[src/ndio_regs.vh]
// Constants for the networked discrete I/O image block
`ifndef NDIO_REGS_VH
`define NDIO_REGS_VH
// Consumed image (0-based bit index = printed position - 1)
`define NDIO_CON_WIDTH 120
`define NDIO_CON_OUT_LSB 0
`define NDIO_CON_HOLD_LSB 64
`define NDIO_CON_POL_BIT 79
`define NDIO_CON_OVR_LSB 96
// Produced image
`define NDIO_PRO_WIDTH 64
`define NDIO_PRO_IN_LSB 0
`define NDIO_PRO_FLT_LO_BIT 8
`define NDIO_PRO_FLT_HI_BIT 9
`define NDIO_PRO_DIAG_LSB 32
`define NDIO_PRO_FW_LSB 48
`define NDIO_PRO_CLASS_LSB 56
// Diagnosis word bits
`define NDIO_DIAG_LIFE_BIT 9
`define NDIO_DIAG_PUP_BIT 10
// Node id limits
`define NDIO_ID_MIN 8'h01
`define NDIO_ID_MAX 8'hFD
// Timing
`define NDIO_CLK_HZ 250000000
`define NDIO_BAUD 125000
`define NDIO_BLINK_MS 250
`endif

[src/ndio_blink.v]
// Blink enable divider for the health indicators
`timescale 1ns/1ps
module ndio_blink #(
    parameter integer HALF_CYCLES = 62500000
) (
    input wire clk,
    input wire sys_rst,
    output reg blink_ff
);
    // Cycle counter for half a blink period
    reg [31:0] cnt_ff;
    wire [31:0] nxt_cnt = cnt_ff + 32'h00000001;

    // Toggle the blink level each half period
    always @(posedge clk) begin
        if (sys_rst) begin
            cnt_ff <= 32'h00000000;
            blink_ff <= 1'b0;
        end else if (nxt_cnt >= HALF_CYCLES[31:0]) begin
            cnt_ff <= 32'h00000000;
            blink_ff <= ~blink_ff;
        end else begin
            cnt_ff <= nxt_cnt;
        end
    end
endmodule // ndio_blink

[src/ndio_image.v]
// Discrete I/O image logic: consumed/produced images and indicators
// How it works
// - Outputs follow consumed image bits one to eight
// - Hold-select bit per output chooses hold
// - Stopped controller with hold zero applies override
// - Consumed bit 80 sets input polarity
// - Input states fill produced bits one to eight
// - Produced bit 9 flags faults outputs 1-4
// - Produced bit 10 flags faults outputs 5-8
// - Diagnosis word in 33-48, version and class in 49-64, reserved 11-32
// - Produced image broadcast to all controllers
// - Node identifier valid from 01 to FD
// - Link runs at fixed 125 kbaud
// - Module indicator shows self-test and run state
// - Network indicator shows link health state
// - Point indicator lit while point is ON
// - Communication loss applies hold or override like a stop, sets life error
// - Produced data sent on input change
`timescale 1ns/1ps
`include "ndio_regs.vh"
module ndio_image #(
    parameter integer NPTS = 8,
    // Firmware version value is arbitrary
    parameter [7:0] FW_VERSION = 8'h01,
    // Device class value is arbitrary
    parameter [7:0] DEV_CLASS = 8'h5A,
    parameter integer BLINK_HALF = (`NDIO_CLK_HZ / 1000) * `NDIO_BLINK_MS
) (
    input wire clk,
    input wire sys_rst,
    input wire [`NDIO_CON_WIDTH-1:0] con_image,
    input wire con_valid,
    input wire ctrl_stopped,
    input wire comm_lost,
    input wire diag_clear,
    input wire [NPTS-1:0] raw_inputs,
    input wire [NPTS-1:0] out_fault,
    input wire solid_state,
    input wire [7:0] node_id,
    input wire mem_test_fail,
    input wire io_test_fail,
    input wire powerup_busy,
    input wire ack_dup_fail,
    output reg [NPTS-1:0] dout_ff,
    output reg [`NDIO_PRO_WIDTH-1:0] pro_image_ff,
    output reg pro_send_ff,
    output wire pro_broadcast,
    output wire id_valid,
    output wire [31:0] baud_rate,
    output reg [1:0] module_health_indicator,
    output reg [1:0] network_health_indicator,
    output wire [NPTS-1:0] in_led,
    output wire [NPTS-1:0] out_led
);
    // Indicator colour codes: bit1 red, bit0 green
    localparam [1:0] LED_OFF = 2'h0;
    localparam [1:0] LED_GRN = 2'h1;
    localparam [1:0] LED_RED = 2'h2;

    // Latched configuration from the consumed image, plus diagnosis flags and previous inputs
    reg [NPTS-1:0] hold_ff;
    reg [NPTS-1:0] ovr_ff;
    reg neg_pol_ff;
    reg [NPTS-1:0] cmd_ff;
    reg life_err_ff;
    reg pup_err_ff;
    reg [NPTS-1:0] prev_in_ff;
    wire blink;
    wire [NPTS-1:0] in_state;
    wire [15:0] diag_word;
    reg [NPTS-1:0] nxt_dout;
    integer i;

    // Shared blink phase so both indicators flash in step
    ndio_blink #(.HALF_CYCLES(BLINK_HALF)) ndio_blink_inst (
        .clk(clk),
        .sys_rst(sys_rst),
        .blink_ff(blink)
    );

    assign id_valid = (node_id >= `NDIO_ID_MIN) && (node_id <= `NDIO_ID_MAX);
    assign baud_rate = `NDIO_BAUD;
    assign pro_broadcast = 1'b1;
    assign in_state = neg_pol_ff ? ~raw_inputs : raw_inputs;
    assign in_led = in_state;
    assign out_led = dout_ff;

    // Status word: only life and power-up bits defined
    assign diag_word = {5'h00, pup_err_ff, life_err_ff, 9'h000};

    // Capture consumed image; reserved bits never looked at
    always @(posedge clk) begin
        if (sys_rst) begin
            cmd_ff <= {NPTS{1'b0}};
            hold_ff <= {NPTS{1'b0}};
            ovr_ff <= {NPTS{1'b0}};
            neg_pol_ff <= 1'b0;
        end else if (con_valid) begin
            cmd_ff <= con_image[`NDIO_CON_OUT_LSB +: NPTS];
            hold_ff <= con_image[`NDIO_CON_HOLD_LSB +: NPTS];
            ovr_ff <= con_image[`NDIO_CON_OVR_LSB +: NPTS];
            neg_pol_ff <= con_image[`NDIO_CON_POL_BIT];
        end
    end

    // Output select per channel
    always @* begin
        nxt_dout = dout_ff;
        for (i = 0; i < NPTS; i = i + 1) begin
            if (comm_lost || ctrl_stopped) begin
                if (hold_ff[i]) begin
                    nxt_dout[i] = dout_ff[i];
                end else begin
                    nxt_dout[i] = ovr_ff[i];
                end
            end else begin
                nxt_dout[i] = cmd_ff[i];
            end
        end
    end

    // Output register
    always @(posedge clk) begin
        if (sys_rst) begin
            dout_ff <= {NPTS{1'b0}};
        end else begin
            dout_ff <= nxt_dout;
        end
    end

    // Sticky diagnosis flags; set wins over clear
    always @(posedge clk) begin
        if (sys_rst) begin
            life_err_ff <= 1'b0;
            pup_err_ff <= 1'b1;
        end else begin
            life_err_ff <= comm_lost | (life_err_ff & ~diag_clear);
            // Power-up flag cleared only by controller
            pup_err_ff <= pup_err_ff & ~diag_clear;
        end
    end

    // Produced image and change-of-state send
    always @(posedge clk) begin
        if (sys_rst) begin
            pro_image_ff <= {`NDIO_PRO_WIDTH{1'b0}};
            prev_in_ff <= {NPTS{1'b0}};
            pro_send_ff <= 1'b0;
        end else begin
            pro_image_ff <= {`NDIO_PRO_WIDTH{1'b0}};
            pro_image_ff[`NDIO_PRO_IN_LSB +: NPTS] <= in_state;
            pro_image_ff[`NDIO_PRO_FLT_LO_BIT] <= solid_state & (|out_fault[3:0]);
            pro_image_ff[`NDIO_PRO_FLT_HI_BIT] <= solid_state & (|out_fault[7:4]);
            pro_image_ff[`NDIO_PRO_DIAG_LSB +: 16] <= diag_word;
            pro_image_ff[`NDIO_PRO_FW_LSB +: 8] <= FW_VERSION;
            pro_image_ff[`NDIO_PRO_CLASS_LSB +: 8] <= DEV_CLASS;
            prev_in_ff <= in_state;
            pro_send_ff <= (in_state != prev_in_ff);
        end
    end

    // Blink decode: colour on the lit half, dark on the other
    function [1:0] ndio_flash;
        input phase;
        input [1:0] colour;
        begin
            ndio_flash = phase ? colour : LED_OFF;
        end
    endfunction

    // Indicator states; failures outrank the run states
    always @(posedge clk) begin
        if (sys_rst) begin
            // Dark while reset holds
            module_health_indicator <= LED_OFF;
            network_health_indicator <= LED_OFF;
        end else begin
            if (mem_test_fail) begin
                // Memory self-test failed, solid red
                module_health_indicator <= LED_RED;
            end else if (io_test_fail) begin
                // I/O test failed, blinking red
                module_health_indicator <= ndio_flash(blink, LED_RED);
            end else if (powerup_busy) begin
                // Still powering up, blinking green
                module_health_indicator <= ndio_flash(blink, LED_GRN);
            end else begin
                // Running normally, solid green
                module_health_indicator <= LED_GRN;
            end
            if (ack_dup_fail) begin
                // Acknowledge or duplicate id failure, solid red
                network_health_indicator <= LED_RED;
            end else if (!id_valid) begin
                // Rotary id out of range, blinking red
                network_health_indicator <= ndio_flash(blink, LED_RED);
            end else if (life_err_ff) begin
                // Communication loss latched in life error, blinking green until cleared
                network_health_indicator <= ndio_flash(blink, LED_GRN);
            end else begin
                // Link healthy, solid green
                network_health_indicator <= LED_GRN;
            end
        end
    end
endmodule // ndio_image

[config.mk]
export PLATFORM = sky130hd
export DESIGN_NAME = ndio_image
export DESIGN_NICKNAME = d
export VERILOG_FILES = /design/src/ndio_blink.v /design/src/ndio_image.v
export VERILOG_INCLUDE_DIRS = /design/src
export SDC_FILE = /design/constraint.sdc
export NUM_CORES = 1
export LEC_CHECK = 0
export BUFFER_PORTS_ARGS = -buffer_cell sky130_fd_sc_hd__buf_4
export CAP_MARGIN = 20
export CORE_ASPECT_RATIO = 0.6
export CORE_MARGIN = 3
export CORE_UTILIZATION = 45
export CTS_CLUSTER_SIZE = 16
export DETAILED_ROUTE_END_ITERATION = 8
export PLACE_DENSITY = 0.8
export SLEW_MARGIN = 0
export SYNTH_ARGS = -nofsm -noshare
export SYNTH_HDL_FRONTEND = slang
export SYNTH_HIERARCHICAL = 1
export SYNTH_SLANG_ARGS = --single-unit
[constraint.sdc]
create_clock -name clk -period 8.8 [get_ports clk]
set_clock_uncertainty 0.15 [all_clocks]
set_input_delay 0.44 -clock clk [delete_from_list [all_inputs] [get_ports clk]]
set_output_delay 0.44 -clock clk [all_outputs]
set_load 0.02 [all_outputs]
### Yosys cells after proc, flatten, opt, wreduce, memory -nomap -nowiden

Index checks and enable logic that the tools add are counted.

| cells by class | value |
|---|---|
| add/subtract/negate cells | 1 |
| order comparisons | 3 |
| equal/unequal tests | 9 |
| mux-type cells | 26 |
| bitwise operators | 8 |
| reductions and logical operators | 7 |

Operator list:

| cell | count |
|---|---|
| $mux W63 | 1 |
| $add A32 B1 Y32 const B | 1 |
| $ge A32 B26 Y1 const B | 1 |
| $mux W1 | 19 |
| $ne A2 B2 Y1 const B | 8 |
| $mux W2 | 5 |
| $ge A8 B1 Y1 const B | 1 |
| $le A8 B8 Y1 const B | 1 |
| $mux W8 | 1 |
| $ne A8 B8 Y1 | 1 |
| $not A8 Y8 | 1 |
| $reduce_or A4 Y1 | 2 |
| $reduce_or A2 Y1 | 3 |
| $and A1 B1 Y1 | 4 |
| $not A1 Y1 | 2 |
| $logic_and A1 B1 Y1 | 1 |
| $logic_or A1 B1 Y1 | 1 |
| $or A1 B1 Y1 | 1 |

| word-level totals | value |
|---|---|
| bits in registers | 145 |
| input bits | 155 |
| output and inout port bits | 127 |
| logic and storage cells | 78 |

### Depth between registers and ports, before layout

| logic depth | value |
|---|---|
| word-level depth | 4 |
| mapped depth | 13 |
| gate-level depth less buffers | 9 |

### Modules after synthesis

Netlist, hierarchy kept.

Modules (own cells, without submodules):

| module | instances | cells an instance | area an instance (um^2) | sequential area each (um^2) |
|---|---|---|---|---|
| ndio_image | 1 | 297 | 2,746.4 | 1,061.0 |
| ndio_blink | 1 | 213 | 1,913.1 | 660.6 |

### Worst setup path before layout

Ideal clock, no wire load.

| timing path | value |
|---|---|
| kind | register to register |
| start | reg ndio_blink_inst.cnt_ff[13] |
| end | reg ndio_blink_inst.cnt_ff[14] |
| library setup time | 0.062 ns |
| arrival time | 2.806 ns |
| required time | 8.588 ns |
| path slack | 5.782 ns |
| cell stages (with the launch flop) | 10 |
| path buffers | 2 |
| period minus slack after synthesis | 3.018 ns |
| path through | dfxtp_1 > nand4_2 > or4b_4 > or3_4 > o32a_1 > nor3_2 > or4b_1 > buf_6 > buf_12 > nor2_4 |

| on the way | value |
|---|---|
| cells in the longest elaborated chain, start to end | 3 |

RTL lines:

| element | line | text |
|---|---|---|
| start: declaration | ndio_blink.v:11 | `reg [31:0] cnt_ff;` |
| start signal: assignment | ndio_blink.v:23 | `cnt_ff <= nxt_cnt;` |
| $add A32 B1 Y32 (*) | ndio_blink.v:12 | `wire [31:0] nxt_cnt = cnt_ff + 32'h00000001;` |
| $ge A32 B26 Y1 | ndio_blink.v:19 | `end else if (nxt_cnt >= HALF_CYCLES[31:0]) begin` |
| $reduce_or A2 Y1 (no source line) | -- |  |

Mark *: on every way between the ends. The rest lies on a longest branch, timed or not.
A chain may end at the register's enable or synchronous reset.

### Final worst setup path

| timing path | value |
|---|---|
| start | reg ndio_blink_inst.cnt_ff[0] |
| end | reg ndio_blink_inst.cnt_ff[5] |

Same word-level chain as after synthesis.

==> summary.txt <==
Critical path
  – Critical Path RT: 8.93 ns
  – Worst path slowest cell: or4b_2
  – Element type at the critical path start: register
  – Crit end category: register
  – Critical path buffer and inverter count: 1
  – Delay-heaviest family, CP: simple AND/OR/NAND/NOR gates
  – CP max FO: 19
  – Cell breakdown of the critical path: ha_1 > and4_1 > nand3_1 > nor4_2 > o2111a_1 > o22ai_1 > nor3_2 > or4b_2 > buf_12 > nor2_1
  – Max incr delay on CP: 0.84 ns
  – Arrival time at the worst endpoint: 4.10 ns
  – Setup CP Type: reg -> reg

Drt
  – WL per Instance: 13.4 um
  – Routed vias/inst: 4.77
  – Drt pass-1 iters: 4
  – Total Wirelength: 9.86 mm
  – Initial DRC count: 134
  – Routed Antenna Nets: 0
  – Via count: 3,518
  – DRC: 0

Clocking
  – Clk pin slew, worst setup/hold paths: 0.06 ns
  – CTS Root Buffer Type: clkbuf_16
  – Clock Path Buffers: 2
  – CTS sink cnt: 86
  – Worst-Skew Late Latency: 0.34 ns
  – PostCTS Resize Cnt: 0
  – CTS tree: yes
  – CTS Buf Count: 9
  – Post-CTS Setup Repair Bufs: 0
  – Number of H-tree levels: 3
  – Hold buffer count at cts: 0

Power
  – Logic pwr share: 15.7%
  – Leakage: 2.36 nW
  – PD cells: 171 mW/mm^2
  – NetSw: 0.000265 W
  – Clock share of power: 38.9%
  – Tot Pwr: 0.000924 W
  – Maximum VDD drop: 0.105 mV
  – Internal power: 0.000660 W
  – Sequential share of power: 45.4%
  – Sw Share: 28.6%

Cells and area
  – Area delta synth->final: 16.3%
  – Final net count: 754
  – Leading cell type in the layout, fill and taps excluded: buf_4
  – Diodes inserted: 0
  – Share of cells above drive strength 1: 26.4%
  – Commonest non-fill, non-tap cells in the layout: buf_4, conb_1, dfxtp_1
  – Fillers: 872
  – Post-layout util: 54.3%

Timing
  – Pins Over Slew Limit: 0
  – Final worst slack: 4.83 ns
  – Setup TNS: 0 ns
  – Final Hold Vio Count: 0
  – Max_slew headroom: 49.9%
  – RSZ-0062 raised after global routing: false
  – Least-Margin Pin Slew: 0.751 ns
  – Tcrit/Tclk final: 45.2%
  – Post-route minimum period: 3.97 ns
  – Final setup fails: 0
  – FMAX: 252 MHz

Die
  – Die width: 137 um
  – Die Span Y: 84.8 um
  – Site Rows: 28
  – Core Footprint: 0.00998 sq mm
  – DIE AREA: 0.0117 sq mm
  – Starting Density: 46.7%
  – IO Count: 282

Run status
  – Outcome: finished, final reports clean

Global route
  – Number of global-route vias before repair: 3,295
  – GR Overflow Total: 0
  – All-Layer GR Usage: 16.3%
  – First-pass GRT wire length: 15.1 mm
  – Largest net degree at the start of global routing: 54
  – Initial antenna violation count: 0

Yosys
  – Post-synth EDFFs: 0
  – Ys flop type: dfxtp_1
  – Sequential-to-total area share from yosys stat: 36.9%
  – Syn Inst Count: 510
  – Warnings from Yosys: 6
  – Synth async-reset ratio: 0%
  – Cell variety after synth: 56
  – #FFs+latches synth: 86
  – Cell Area, Synth: 0.00466 sq mm
  – Mean post-synth cell area: 9.14 sq um

Placed design
  – Final HPWL DP: 7.34 mm
  – Place WS: 4.79 ns
  – RePlAce Congestion: 0.823
  – Port buffer count: 106

Worst hold path
  – Min-Delay Path Class: in -> reg

Flow run
  – Max cap viols: 0
## power by group through the flow
stage          combinational [W]  clock, W  sequential, W
2_1_floorplan           0.000116         0       0.000434
3_3_place_gp            0.000141         0       0.000427
3_5_place_dp            0.000144         0       0.000428
4_1_cts                 0.000145  0.000370       0.000419
5_1_grt                 0.000156  0.000385       0.000421
6_report                0.000145  0.000360       0.000419
## synthesized netlist by cell type (7+ instances only)
master	count	area share [%]
nand4_1	8	1.1
a21oi_1	10	1.1
xnor2_1	21	3.9
nor3_1	7	0.75
and3_1	9	1.2
clkbuf_1	9	0.72
xor2_1	13	2.4
nand2_1	19	1.5
mux2i_1	35	7.5
nor2_4	15	3.6
dfxtp_1	86	37
inv_1	17	1.4
nor2_1	64	5.2
nand3_1	11	1.2
buf_4	92	15
a211oi_1	10	1.6
buf_2	7	0.75
## metrics by stage
step | std cells | cell area, sq um | hold WS, ns
after floorplan | 593 | 4970 | 0.268
after global placement | 721 | 5110 | 0.276
after detailed placement | 721 | 5110 | 0.301
after CTS | 737 | 5400 | 0.124
after global routing | 738 | 5420 | 0.112
final | 738 | 5420 | 0.133
## layer usage
metal	global-route usage [%]	share of wire, %
met1	19.9	43
met2	26.4	48
met3	5.04	6.8
met4	7.43	2.7
met5	0	0
## path summary, 6_finish.rpt
| path | startpoint | endpoint | slack, ns | cells after the start |
|---|---|---|---|---|
| max | ndio_blink_inst/cnt_ff[0] | ndio_blink_inst/cnt_ff[5] | 4.83 | 10 |
| min reg2reg | pup_err_ff | pup_err_ff | 0.30 | 1 |
| min | mem_test_fail | module_health_indicator[0] | 0.13 | 2 |
| max reg2reg | ndio_blink_inst/cnt_ff[0] | ndio_blink_inst/cnt_ff[5] | 4.83 | 10 |
## kinds of logic (layout without fill, tap and decap cells)
group | after synthesis | count (layout) | synth area share (%)
simple gates | 172 | 172 | 21.1
buf+inv | 130 | 140 | 19.0
flops | 86 | 86 | 36.9
compound gates | 41 | 41 | 5.99
xor+xnor | 40 | 40 | 8.49
mux | 37 | 37 | 8.00
other cells | 3 | 86 | 0.242
fa+ha+maj | 1 | 1 | 0.268
## sequential cells by signal, indices dropped and copies added, names as in the netlist
name	flops
ndio_blink_inst/cnt_ff	32
life_err_ff	1
cmd_ff	8
hold_ff	8
ovr_ff	8
network_health_indicator	2
ndio_blink_inst/blink_ff	1
neg_pol_ff	1
pro_image_ff	13
dout_ff	8
module_health_indicator	2
pro_send_ff	1
pup_err_ff	1
## layout make-up
type,instances,area [sq um],area share [%]
Tap cell,135,169,3.12
Timing Repair Buffer,107,816,15.1
Sequential cell,86,1720,31.8
Clock buffer,9,225,4.16
Clock inverter,7,57.6,1.06
Multi-Input combinational cell,377,2360,43.6
Inverter,17,63.8,1.18
## worst register-to-register path: stages, from the launching register on
cell      delay, ns
dfxtp_1        0.38
ha_1           0.26
and4_1         0.29
nand3_1        0.44
nor4_2         0.59
o2111a_1       0.27
o22ai_1        0.10
nor3_2         0.19
or4b_2         0.84
buf_12         0.27
nor2_1         0.13
(Power assumes the default switching activity.)
